### src/pwm_sync_pkg.sv
`default_nettype none
package pwm_sync_pkg;
	localparam int CNT_W = 16;
	localparam int PHASES = 12;
	localparam int CH_NUM = 5;
	localparam int PRESCALE = 4;
	localparam int PRE_W = 2;
	// Register byte offsets
	localparam logic [7:0] OFF_SYNC_START = 8'h00;
	localparam logic [7:0] OFF_STOP = 8'h04;
	localparam logic [7:0] OFF_PERIOD_A = 8'h08;
	localparam logic [7:0] OFF_DUTY_BASE = 8'h10;
	localparam logic [7:0] OFF_STATUS = 8'h40;
	localparam logic [7:0] OFF_PERIOD_CNT = 8'h44;
	// Field positions of sync_start_register
	localparam int BIT_CH0 = 0;
	localparam int BIT_CH1 = 1;
	localparam int BIT_CH2 = 2;
	localparam int BIT_PER = 3;
	localparam int BIT_CH9 = 4;
	// Reset values
	localparam logic [CNT_W-1:0] RST_PERIOD = 16'h9C3F;
	localparam logic [CNT_W-1:0] RST_DUTY = 16'hFFFF;
	localparam logic [CNT_W-1:0] RST_CNT = 16'h0000;
	// Carrier timing: 1 ms at 40 MHz count clock
	localparam int COUNT_CLK_KHZ = 40_000;
	localparam int CARRIER_US = 1000;
	localparam int CARRIER_TICKS = COUNT_CLK_KHZ * CARRIER_US / 1000;
	localparam int WAIT_CYCLES = 1;
endpackage : pwm_sync_pkg
`default_nettype wire

### src/synced_twelve_phase_pwm.sv
// Added by the designer: register access over Avalon-MM and the register addresses.
`default_nettype none
module synced_twelve_phase_pwm
	import pwm_sync_pkg::*;
(
	// Clock and reset
	input  wire logic                          clk,
	input  wire logic                          rst_n,
	// Avalon-MM slave
	input  wire logic [7:0]                    address,
	input  wire logic                          read,
	input  wire logic                          write,
	input  wire logic [31:0]                   writedata,
	input  wire logic [3:0]                    byteenable,
	output logic      [31:0]                   readdata,
	output logic                               waitrequest,
	// Pins
	output logic      [pwm_sync_pkg::PHASES-1:0] pwm_out,
	output logic                               period_channel_output_a
);
	import pwm_sync_pkg::*;

	typedef struct packed {
		logic [PRE_W-1:0]   pre;
		logic [CH_NUM-1:0]  run;
		logic [CNT_W-1:0]   per_cnt;
		logic               per_pin;
		logic [CNT_W-1:0]   general_register_a;
		logic [PHASES*CNT_W-1:0] duty;
		logic [31:0]        rdata;
		logic               ack;
	} top_state_t;
	top_state_t st;
	top_state_t next_st;

	logic            tick;
	logic            per_match;
	logic            sync_clear;
	logic [CH_NUM-1:0] start_pulse;
	logic            req;
	logic [CNT_W-1:0] cnt0;
	logic [CNT_W-1:0] cnt1;
	logic [CNT_W-1:0] cnt2;
	logic [CNT_W-1:0] cnt9;
	logic [3:0]      duty_idx;
	logic            duty_hit;
	logic [7:0]      duty_off;
	logic            wr_take;

	assign tick = (st.pre == PRE_W'(PRESCALE - 1));
	assign per_match = st.run[BIT_PER] && tick
		&& (st.per_cnt == st.general_register_a);
	assign sync_clear = per_match;
	assign req = (read || write) && !st.ack;
	assign waitrequest = !st.ack;
	assign readdata = st.rdata;
	// Duty index counts words from the base of the duty block
	assign duty_off = address - OFF_DUTY_BASE;
	assign duty_idx = duty_off[5:2];
	// A write lands only at the edge that sees waitrequest low
	assign wr_take = write && st.ack;
	assign duty_hit = (address >= OFF_DUTY_BASE)
		&& (address < OFF_DUTY_BASE + 8'(PHASES * 4));

	// Start bits only fire on the accepting write
	always_comb begin
		start_pulse = '0;
		if (wr_take && address == OFF_SYNC_START && byteenable[0]) begin
			start_pulse = writedata[CH_NUM-1:0] & ~st.run;
		end
	end

	always_comb begin
		next_st = st;
		next_st.ack = req;
		next_st.pre = tick ? '0 : st.pre + 1'b1;
		// Period channel, normal mode only
		if (start_pulse[BIT_PER]) begin
			next_st.per_cnt = RST_CNT;
			next_st.per_pin = 1'b0;
		end else if (st.run[BIT_PER] && tick) begin
			if (per_match) begin
				next_st.per_cnt = RST_CNT;
				next_st.per_pin = ~st.per_pin;
			end else begin
				next_st.per_cnt = st.per_cnt + 1'b1;
			end
		end
		next_st.run = st.run | start_pulse;
		if (wr_take) begin
			if (address == OFF_STOP && byteenable[0]) begin
				next_st.run = st.run & ~writedata[CH_NUM-1:0];
			end
			if (address == OFF_PERIOD_A) begin
				for (int b = 0; b < 2; b++) begin
					if (byteenable[b]) begin
						next_st.general_register_a[b*8 +: 8] =
							writedata[b*8 +: 8];
					end
				end
			end
			if (duty_hit) begin
				for (int b = 0; b < 2; b++) begin
					if (byteenable[b]) begin
						next_st.duty[duty_idx*CNT_W + b*8 +: 8] =
							writedata[b*8 +: 8];
					end
				end
			end
		end
		next_st.rdata = 32'h0000_0000;
		if (req && read) begin
			if (address == OFF_SYNC_START || address == OFF_STATUS) begin
				next_st.rdata = 32'(st.run);
			end else if (address == OFF_PERIOD_A) begin
				next_st.rdata = 32'(st.general_register_a);
			end else if (address == OFF_PERIOD_CNT) begin
				next_st.rdata = 32'(st.per_cnt);
			end else if (duty_hit) begin
				next_st.rdata = 32'(st.duty[duty_idx*CNT_W +: CNT_W]);
			end
		end
	end

	always_ff @(posedge clk or negedge rst_n) begin
		if (!rst_n) begin
			st.pre <= '0;
			st.run <= '0;
			st.per_cnt <= RST_CNT;
			st.per_pin <= 1'b0;
			st.general_register_a <= RST_PERIOD;
			st.duty <= {PHASES{RST_DUTY}};
			st.rdata <= 32'h0000_0000;
			st.ack <= 1'b0;
		end else begin
			st <= next_st;
		end
	end

	assign period_channel_output_a = st.per_pin;

	// Duty A-D on ch0, A-B on ch1/ch2, A-D on ch9
	pwm_channel #(.CNT_W(CNT_W), .OUTS(4)) pwm_channel_zero (
		.clk             (clk),
		.rst_n           (rst_n),
		.tick            (tick),
		.run             (st.run[BIT_CH0]),
		.start           (start_pulse[BIT_CH0]),
		.sync_clear      (sync_clear),
		.duty            (st.duty[4*CNT_W-1:0]),
		.channel_counter (cnt0),
		.pwm_out         (pwm_out[3:0])
	);
	pwm_channel #(.CNT_W(CNT_W), .OUTS(2)) pwm_channel_one (
		.clk             (clk),
		.rst_n           (rst_n),
		.tick            (tick),
		.run             (st.run[BIT_CH1]),
		.start           (start_pulse[BIT_CH1]),
		.sync_clear      (sync_clear),
		.duty            (st.duty[6*CNT_W-1:4*CNT_W]),
		.channel_counter (cnt1),
		.pwm_out         (pwm_out[5:4])
	);
	pwm_channel #(.CNT_W(CNT_W), .OUTS(2)) pwm_channel_two (
		.clk             (clk),
		.rst_n           (rst_n),
		.tick            (tick),
		.run             (st.run[BIT_CH2]),
		.start           (start_pulse[BIT_CH2]),
		.sync_clear      (sync_clear),
		.duty            (st.duty[8*CNT_W-1:6*CNT_W]),
		.channel_counter (cnt2),
		.pwm_out         (pwm_out[7:6])
	);
	pwm_channel #(.CNT_W(CNT_W), .OUTS(4)) pwm_channel_nine (
		.clk             (clk),
		.rst_n           (rst_n),
		.tick            (tick),
		.run             (st.run[BIT_CH9]),
		.start           (start_pulse[BIT_CH9]),
		.sync_clear      (sync_clear),
		.duty            (st.duty[12*CNT_W-1:8*CNT_W]),
		.channel_counter (cnt9),
		.pwm_out         (pwm_out[11:8])
	);

	// Count clock and period channel
	tick_period_a: assert property (@(posedge clk)
		disable iff (!rst_n)
		tick |=> !tick ##1 !tick ##1 !tick ##1 tick)
		else $error("count tick not every fourth cycle");
	pre_step_a: assert property (@(posedge clk)
		disable iff (!rst_n)
		!tick |=> st.pre == $past(st.pre) + 1'b1)
		else $error("prescaler did not advance");
	per_idle_a: assert property (@(posedge clk)
		disable iff (!rst_n)
		!tick && !start_pulse[BIT_PER] |=> $stable(st.per_cnt))
		else $error("period counter moved between ticks");
	per_step_a: assert property (@(posedge clk)
		disable iff (!rst_n)
		st.run[BIT_PER] && tick && !per_match && !start_pulse[BIT_PER]
		|=> st.per_cnt == $past(st.per_cnt) + 1'b1)
		else $error("period counter did not step by one");
	per_stop_a: assert property (@(posedge clk)
		disable iff (!rst_n)
		!st.run[BIT_PER] && !start_pulse[BIT_PER]
		|=> $stable(st.per_cnt))
		else $error("stopped period counter moved");
	period_wrap_a: assert property (@(posedge clk)
		disable iff (!rst_n)
		per_match && !start_pulse[BIT_PER] |=> st.per_cnt == '0)
		else $error("period counter not cleared on match");
	toggle_a: assert property (@(posedge clk)
		disable iff (!rst_n)
		per_match && !start_pulse[BIT_PER] |=>
		period_channel_output_a != $past(period_channel_output_a))
		else $error("period output did not toggle");
	pin_hold_a: assert property (@(posedge clk)
		disable iff (!rst_n)
		!per_match && !start_pulse[BIT_PER]
		|=> $stable(period_channel_output_a))
		else $error("period output moved without match");
	per_start_a: assert property (@(posedge clk)
		disable iff (!rst_n)
		start_pulse[BIT_PER]
		|=> st.per_cnt == '0 && !period_channel_output_a)
		else $error("period channel not restarted low");

	// Synchronous start and register bus
	start_all_a: assert property (@(posedge clk)
		disable iff (!rst_n)
		start_pulse[BIT_CH0] && start_pulse[BIT_PER] |=>
		cnt0 == '0 && st.per_cnt == '0 && st.run[BIT_CH0])
		else $error("synchronous start mismatch");
	start_run_a: assert property (@(posedge clk)
		disable iff (!rst_n)
		start_pulse != '0
		|=> (st.run & $past(start_pulse)) == $past(start_pulse))
		else $error("started channel not running");
	start_take_a: assert property (@(posedge clk)
		disable iff (!rst_n)
		start_pulse != '0 |-> write && !waitrequest)
		else $error("start outside an accepted write");
	stop_take_a: assert property (@(posedge clk)
		disable iff (!rst_n)
		wr_take && address == OFF_STOP && byteenable[0]
		|=> (st.run & $past(writedata[CH_NUM-1:0])) == '0)
		else $error("stopped channel still running");
	answer_a: assert property (@(posedge clk)
		disable iff (!rst_n)
		(read || write) && waitrequest |=> !waitrequest)
		else $error("bus answer late");
	answer_once_a: assert property (@(posedge clk)
		disable iff (!rst_n)
		!waitrequest |=> waitrequest)
		else $error("bus answer held too long");
	idle_wait_a: assert property (@(posedge clk)
		disable iff (!rst_n)
		!read && !write |=> waitrequest)
		else $error("bus answered without request");
	read_idle_a: assert property (@(posedge clk)
		disable iff (!rst_n)
		waitrequest |-> readdata == '0)
		else $error("read data outside an answer");

	// Lockstep, synchronous clear and compare match
	lockstep_a: assert property (@(posedge clk)
		disable iff (!rst_n)
		&st.run && $past(start_pulse) == '0 && $past(&st.run)
		&& $past(start_pulse, 2) == '1
		|-> cnt0 == st.per_cnt && cnt1 == st.per_cnt
		&& cnt2 == st.per_cnt && cnt9 == st.per_cnt)
		else $error("channels drifted after common start");
	start_zero_a: assert property (@(posedge clk)
		disable iff (!rst_n)
		start_pulse[BIT_CH0] |=> pwm_out[3:0] == '0 && cnt0 == '0)
		else $error("channel zero not low at start");
	start_two_a: assert property (@(posedge clk)
		disable iff (!rst_n)
		start_pulse[BIT_CH2] |=> pwm_out[7:6] == '0 && cnt2 == '0)
		else $error("channel two not low at start");
	start_nine_a: assert property (@(posedge clk)
		disable iff (!rst_n)
		start_pulse[BIT_CH9] |=> pwm_out[11:8] == '0 && cnt9 == '0)
		else $error("channel nine not low at start");
	wrap_zero_a: assert property (@(posedge clk)
		disable iff (!rst_n)
		sync_clear && st.run[BIT_CH0] && !start_pulse[BIT_CH0]
		|=> cnt0 == '0 && pwm_out[3:0] == '0)
		else $error("channel zero not cleared with period");
	wrap_one_a: assert property (@(posedge clk)
		disable iff (!rst_n)
		sync_clear && st.run[BIT_CH1] && !start_pulse[BIT_CH1]
		|=> cnt1 == '0)
		else $error("channel one not cleared with period");
	wrap_two_a: assert property (@(posedge clk)
		disable iff (!rst_n)
		sync_clear && st.run[BIT_CH2] && !start_pulse[BIT_CH2]
		|=> cnt2 == '0 && pwm_out[7:6] == '0)
		else $error("channel two not cleared with period");
	wrap_nine_a: assert property (@(posedge clk)
		disable iff (!rst_n)
		sync_clear && st.run[BIT_CH9] && !start_pulse[BIT_CH9]
		|=> cnt9 == '0 && pwm_out[11:8] == '0)
		else $error("channel nine not cleared with period");
	fall_a: assert property (@(posedge clk)
		disable iff (!rst_n)
		sync_clear && st.run[BIT_CH1] && !start_pulse[BIT_CH1]
		|=> pwm_out[5:4] == '0)
		else $error("pwm not low after sync clear");
	rise_a: assert property (@(posedge clk)
		disable iff (!rst_n)
		st.run[BIT_CH2] && tick && !sync_clear && !start_pulse[BIT_CH2]
		&& cnt2 == st.duty[6*CNT_W +: CNT_W] |=> pwm_out[6])
		else $error("pwm did not rise on duty match");
	rise_zero_a: assert property (@(posedge clk)
		disable iff (!rst_n)
		st.run[BIT_CH0] && tick && !sync_clear && !start_pulse[BIT_CH0]
		&& cnt0 == st.duty[3*CNT_W +: CNT_W] |=> pwm_out[3])
		else $error("channel zero output did not rise");
	rise_one_a: assert property (@(posedge clk)
		disable iff (!rst_n)
		st.run[BIT_CH1] && tick && !sync_clear && !start_pulse[BIT_CH1]
		&& cnt1 == st.duty[5*CNT_W +: CNT_W] |=> pwm_out[5])
		else $error("channel one output did not rise");
	rise_nine_a: assert property (@(posedge clk)
		disable iff (!rst_n)
		st.run[BIT_CH9] && tick && !sync_clear && !start_pulse[BIT_CH9]
		&& cnt9 == st.duty[11*CNT_W +: CNT_W] |=> pwm_out[11])
		else $error("channel nine output did not rise");
	pin_idle_a: assert property (@(posedge clk)
		disable iff (!rst_n)
		!tick && start_pulse == '0 |=> $stable(pwm_out))
		else $error("pwm output moved between ticks");
	cnt_idle_a: assert property (@(posedge clk)
		disable iff (!rst_n)
		!tick && start_pulse == '0
		|=> $stable(cnt0) && $stable(cnt1)
		&& $stable(cnt2) && $stable(cnt9))
		else $error("channel counter moved between ticks");
endmodule // synced_twelve_phase_pwm
`default_nettype wire

### src/pwm_channel.sv
`default_nettype none
module pwm_channel #(
	parameter int CNT_W = 16,
	parameter int OUTS = 4
) (
	// Clock and reset
	input  wire logic                  clk,
	input  wire logic                  rst_n,
	// Control
	input  wire logic                  tick,
	input  wire logic                  run,
	input  wire logic                  start,
	input  wire logic                  sync_clear,
	input  wire logic [OUTS*CNT_W-1:0] duty,
	// Outputs
	output logic      [CNT_W-1:0]      channel_counter,
	output logic      [OUTS-1:0]       pwm_out
);
	typedef struct packed {
		logic [CNT_W-1:0] cnt;
		logic [OUTS-1:0]  pins;
	} chan_state_t;
	chan_state_t st;
	chan_state_t next_st;

	always_comb begin
		next_st = st;
		if (start) begin
			next_st.cnt = '0;
			next_st.pins = '0;
		end else if (run && tick) begin
			for (int i = 0; i < OUTS; i++) begin
				if (st.cnt == duty[i*CNT_W +: CNT_W]) begin
					next_st.pins[i] = 1'b1;
				end
			end
			if (sync_clear) begin
				next_st.cnt = '0;
				next_st.pins = '0;
			end else begin
				next_st.cnt = st.cnt + 1'b1;
			end
		end
	end

	always_ff @(posedge clk or negedge rst_n) begin
		if (!rst_n) begin
			st <= '0;
		end else begin
			st <= next_st;
		end
	end

	assign channel_counter = st.cnt;
	assign pwm_out = st.pins;

	clear_zero_a: assert property (@(posedge clk)
		disable iff (!rst_n)
		run && tick && sync_clear && !start |=> st.cnt == '0)
		else $error("counter not cleared on sync clear");
	start_low_a: assert property (@(posedge clk)
		disable iff (!rst_n)
		start |=> pwm_out == '0)
		else $error("outputs not low at start");
	count_step_a: assert property (@(posedge clk)
		disable iff (!rst_n)
		run && tick && !sync_clear && !start
		|=> st.cnt == $past(st.cnt) + 1'b1)
		else $error("counter did not step by one");
endmodule // pwm_channel
`default_nettype wire

### config.mk
export PLATFORM = sky130hd
export DESIGN_NAME = synced_twelve_phase_pwm
export DESIGN_NICKNAME = d
export VERILOG_FILES = /design/src/pwm_sync_pkg.sv /design/src/synced_twelve_phase_pwm.sv /design/src/pwm_channel.sv
export SDC_FILE = /design/constraint.sdc
export NUM_CORES = 1
export LEC_CHECK = 0
export BUFFER_PORTS_ARGS = -buffer_cell sky130_fd_sc_hd__buf_2
export CORE_ASPECT_RATIO = 0.6
export CORE_UTILIZATION = 61
export DETAILED_ROUTE_END_ITERATION = 10
export HOLD_SLACK_MARGIN = 0.06
export PLACE_DENSITY = 0.88
export SLEW_MARGIN = 0
export SYNTH_ARGS = -nofsm -noshare
export SYNTH_HDL_FRONTEND = slang
export SYNTH_SLANG_ARGS = --single-unit
### constraint.sdc
create_clock -name clk -period 4.11 [get_ports clk]
set_input_delay 0.411 -clock clk [delete_from_list [all_inputs] [get_ports clk]]
set_output_delay 0.411 -clock clk [all_outputs]
set_load 0.02 [all_outputs]
==> reports/summary.txt <==
status = complete, no violations
ratio of cells with drive above 1 in the final layout = 0.2754
drt wl/cell = 26.57 microns
Boundary Pins = 94
Max Fclk = 332.7 MHz
vias in the first global route = 14390
gpl congestion = 1.030
H-tree lvl count = 1
Worst setup EP type = register
die area = 31430 sq um
Crit Path Class = in2reg
post-synthesis sequential element count = 325
final core utilization = 0.6717
crit path max fanout = 16
# DRC = 0
M3 GR Usage = 0.1861
final critical-path share of the clock period = 0.7312
Initial Utilization = 0.6233
main combinational cell family by area after synthesis = simple AND/OR/NAND/NOR gates
CTS tree = done
Synth Flop Type = dfstp_2
crit path time final = 3.005 ns
max-cap violation count = 0
I/O Buffers = 59
PostCTS Resize Cnt = 0
number of flops mapped to enable cells by yosys = 0
worst vdd ir = 388.9 uV
number of buffers created by CTS = 29
Synth area leaders = dfstp_2, dfrtp_1, xnor2_1
P_sw = 0.001743 W
Via density = 6.685
crit path DAT = 3.48 ns
Worst Max-Slew Pin Slew = 1.179 ns
latest clock arrival within the worst-skew pair = 0.59 ns
setup repair bufs after CTS = 0
Int Power = 0.005133 W
Yosys top cell area share = 0.2834
CP max stage delay = 0.94 ns
Worst Path Required = 4.58 ns
unrepaired setup endpoints after global routing = false
Layout Skew = 0.01145 ns
DRT iter0 DRCs = 2197
Yosys top cell by area = dfstp_2
DP HPWL = 44840 microns
Synth Area in XOR/XNOR = 0.1282
Pre-antenna DRT Iters = 7
compound-cell area share of the yosys netlist = 0.08720
Hold Crit Depth = 3
flop-to-flop setup slack = 1.47 ns
Sw Share = 0.2535
Simple-Gate Fraction of Synth Area = 0.1686
Mean Syn Cell Area = 10.08 sq um
Post-CTS Hold Buffers = 1
crit start category = input port
Synth cell types = 67
synth warn = 0
Comb pwr share = 0.081
Die Wd = 228.2 microns
Die H = 137.7 microns
Post-synth top cells = nand2_1, xnor2_1, dfstp_2
Critical-path top delay cell = a2111oi_0
clock sinks = 325
register share of total power = 0.487
ys async rst share = 1.000
post-synthesis sequential area ratio = 0.4478
setup violation total in the final timing report = 0
Vias = 15200
Post-Synth Adder-Cell Area = 0.009355
Max-slew headroom = 0.2078
Clock Path Buffers = 3
met2 Use GR = 0.5268
Clock Power Share = 0.431
setup TNS = 0 ns
clock transition at the registers of the reported paths = 0.07 ns
Slew Limit Fails = 0
final hold violations = 0
Synth Instances = 1858
total track usage = 0.3916
mux cell area share after synthesis = 0.1143
gr busiest metal = met1
initial antenna violation count = 1
gr ovfl total = 0
Total Wirelength = 60420 microns
Hold WC Path Type = in2reg
PD cells = 340.7 nW/um^2
Final #Nets = 1898
core area = 30040 sq um
# rows = 49
worst path cell trace = buf_2, inv_1, ha_1, and4bb_2, nand4_1, a2111oi_0, xnor2_1, nor2_1
count leader, synth = nand2_1
root buf cell = clkbuf_16
Mapped Area = 18730 sq um
leak pwr = 7.626 nW
area delta synth->final = 7.765%
ANT nets after route = 0
met1 usage = 0.5568
first-pass GRT wire length = 90530 microns
pin count of the biggest net entering global routing = 131
path depth of the worst reg2reg path = 5
worst paths after layout:
| kind | from | end |
|---|---|---|
| max in group asynchronous | rst_n | st[72]$_DFFE_PN1P_ |
| worst max-delay path | address[3] | pwm_channel_one.channel_counter[9]$_DFFE_PN0P_ |
| worst max register to register | st[0]$_DFF_PN0_ | pwm_channel_one.channel_counter[9]$_DFFE_PN0P_ |
| worst min-delay path | read | st[0]$_DFF_PN0_ |
| min in group asynchronous | rst_n | st[252]$_DFFE_PN0P_ |
| worst min register to register | st[263]$_DFF_PN0_ | st[263]$_DFF_PN0_ |
sequential cells by signal (all words and copies together), names as in the netlist:
signal / count
st: 232
pwm_channel_nine.channel_counter: 16
pwm_channel_one.channel_counter: 16
pwm_channel_two.channel_counter: 16
pwm_channel_zero.channel_counter: 16
readdata: 16
pwm_channel_nine.pwm_out: 4
pwm_channel_zero.pwm_out: 4
pwm_channel_one.pwm_out: 2
pwm_channel_two.pwm_out: 2
period_channel_output_a: 1
critical path: cells and delay by family:
family	cells	cell delay (ns)
buffers and inverters	2	0.51
AND/OR/NAND/NOR	3	0.91
XOR/XNOR	1	0.21
adder cells (fa/ha/maj)	1	0.49
AO/OA/AOI/OAI	1	0.94
layer usage:
| layer | routed length [microns] | part of all wire | up-vias |
|---|---|---|---|
| li1 | - | - | 6428 |
| met1 | 24770 | 0.41 | 7569 |
| met2 | 23520 | 0.39 | 1080 |
| met3 | 10320 | 0.17 | 125 |
| met4 | 1802 | 0.030 | 0 |
| met5 | 0 | 0 | - |
cell usage in the layout (no fill, tap or decap), types with 4 or more instances in the layout:
cell type,n
nor3_1,23
o211ai_1,4
mux4_2,48
nor4_1,23
o21ai_0,127
a21oi_1,48
xor2_1,33
and3_1,23
buf_2,58
nand4b_1,4
clkbuf_16,30
inv_1,20
nand4bb_1,4
nand3_1,62
diode_2,7
and2_1,21
nor2_1,96
and4_1,7
nand2_1,289
conb_1,16
a2111oi_0,8
clkbuf_8,9
nand3b_1,5
dfstp_2,202
o221a_2,11
a22o_1,4
nor2b_1,5
a221o_1,11
mux2_2,93
ha_1,14
buf_4,32
clkbuf_1,5
nand4_1,79
a211oi_1,12
xnor2_1,241
dfrtp_1,123
o31ai_1,7
power groups by stage:
stage	clock [W]	sequential [W]	combinational, W
CTS	0.00297	0.00335	0.000543
finish	0.00297	0.00335	0.000558
global route	0.00309	0.00335	0.000597
floorplan	0	0.00335	0.000350
global placement	0	0.00339	0.000524
detailed placement	0	0.00340	0.000539
final cells by class:
cell class                 count  area, sq um
fill                        2300         9862
clock buffer                  44        893.4
clock inverter                10        137.6
inverter                      20        75.07
multi-input combinational   1366         9564
tap                          408        510.5
timing repair buffer          94        595.6
antenna                        7        17.52
sequential                   325         8386
through the flow:
stage,power [W],cell area [sq um],instances,setup WS [ns],hold WS (ns)
2_1_floorplan,0.003698,18780,1873,0.8757,0.1154
3_3_place_gp,0.003918,19120,2212,0.6608,0.4145
3_5_place_dp,0.003936,19120,2212,0.6347,0.4394
4_1_cts,0.006856,20160,2267,1.226,0.1294
5_1_grt,0.007041,20160,2268,0.9111,0.1272
6_report,0.006876,20180,2274,1.105,0.1413
logic make-up (layout without fill, tap and decap cells):
kind of cell,after synthesis,after routing
and+or+nand+nor,663,663
DFF,325,325
xor gates and xnor gates,274,274
AOI/OAI and AO/OA,257,257
buffers and inverters,182,168
muxes,142,142
adders and majority gates,14,14
other,1,23
Note: power is estimated with default switching activity, not from simulation.
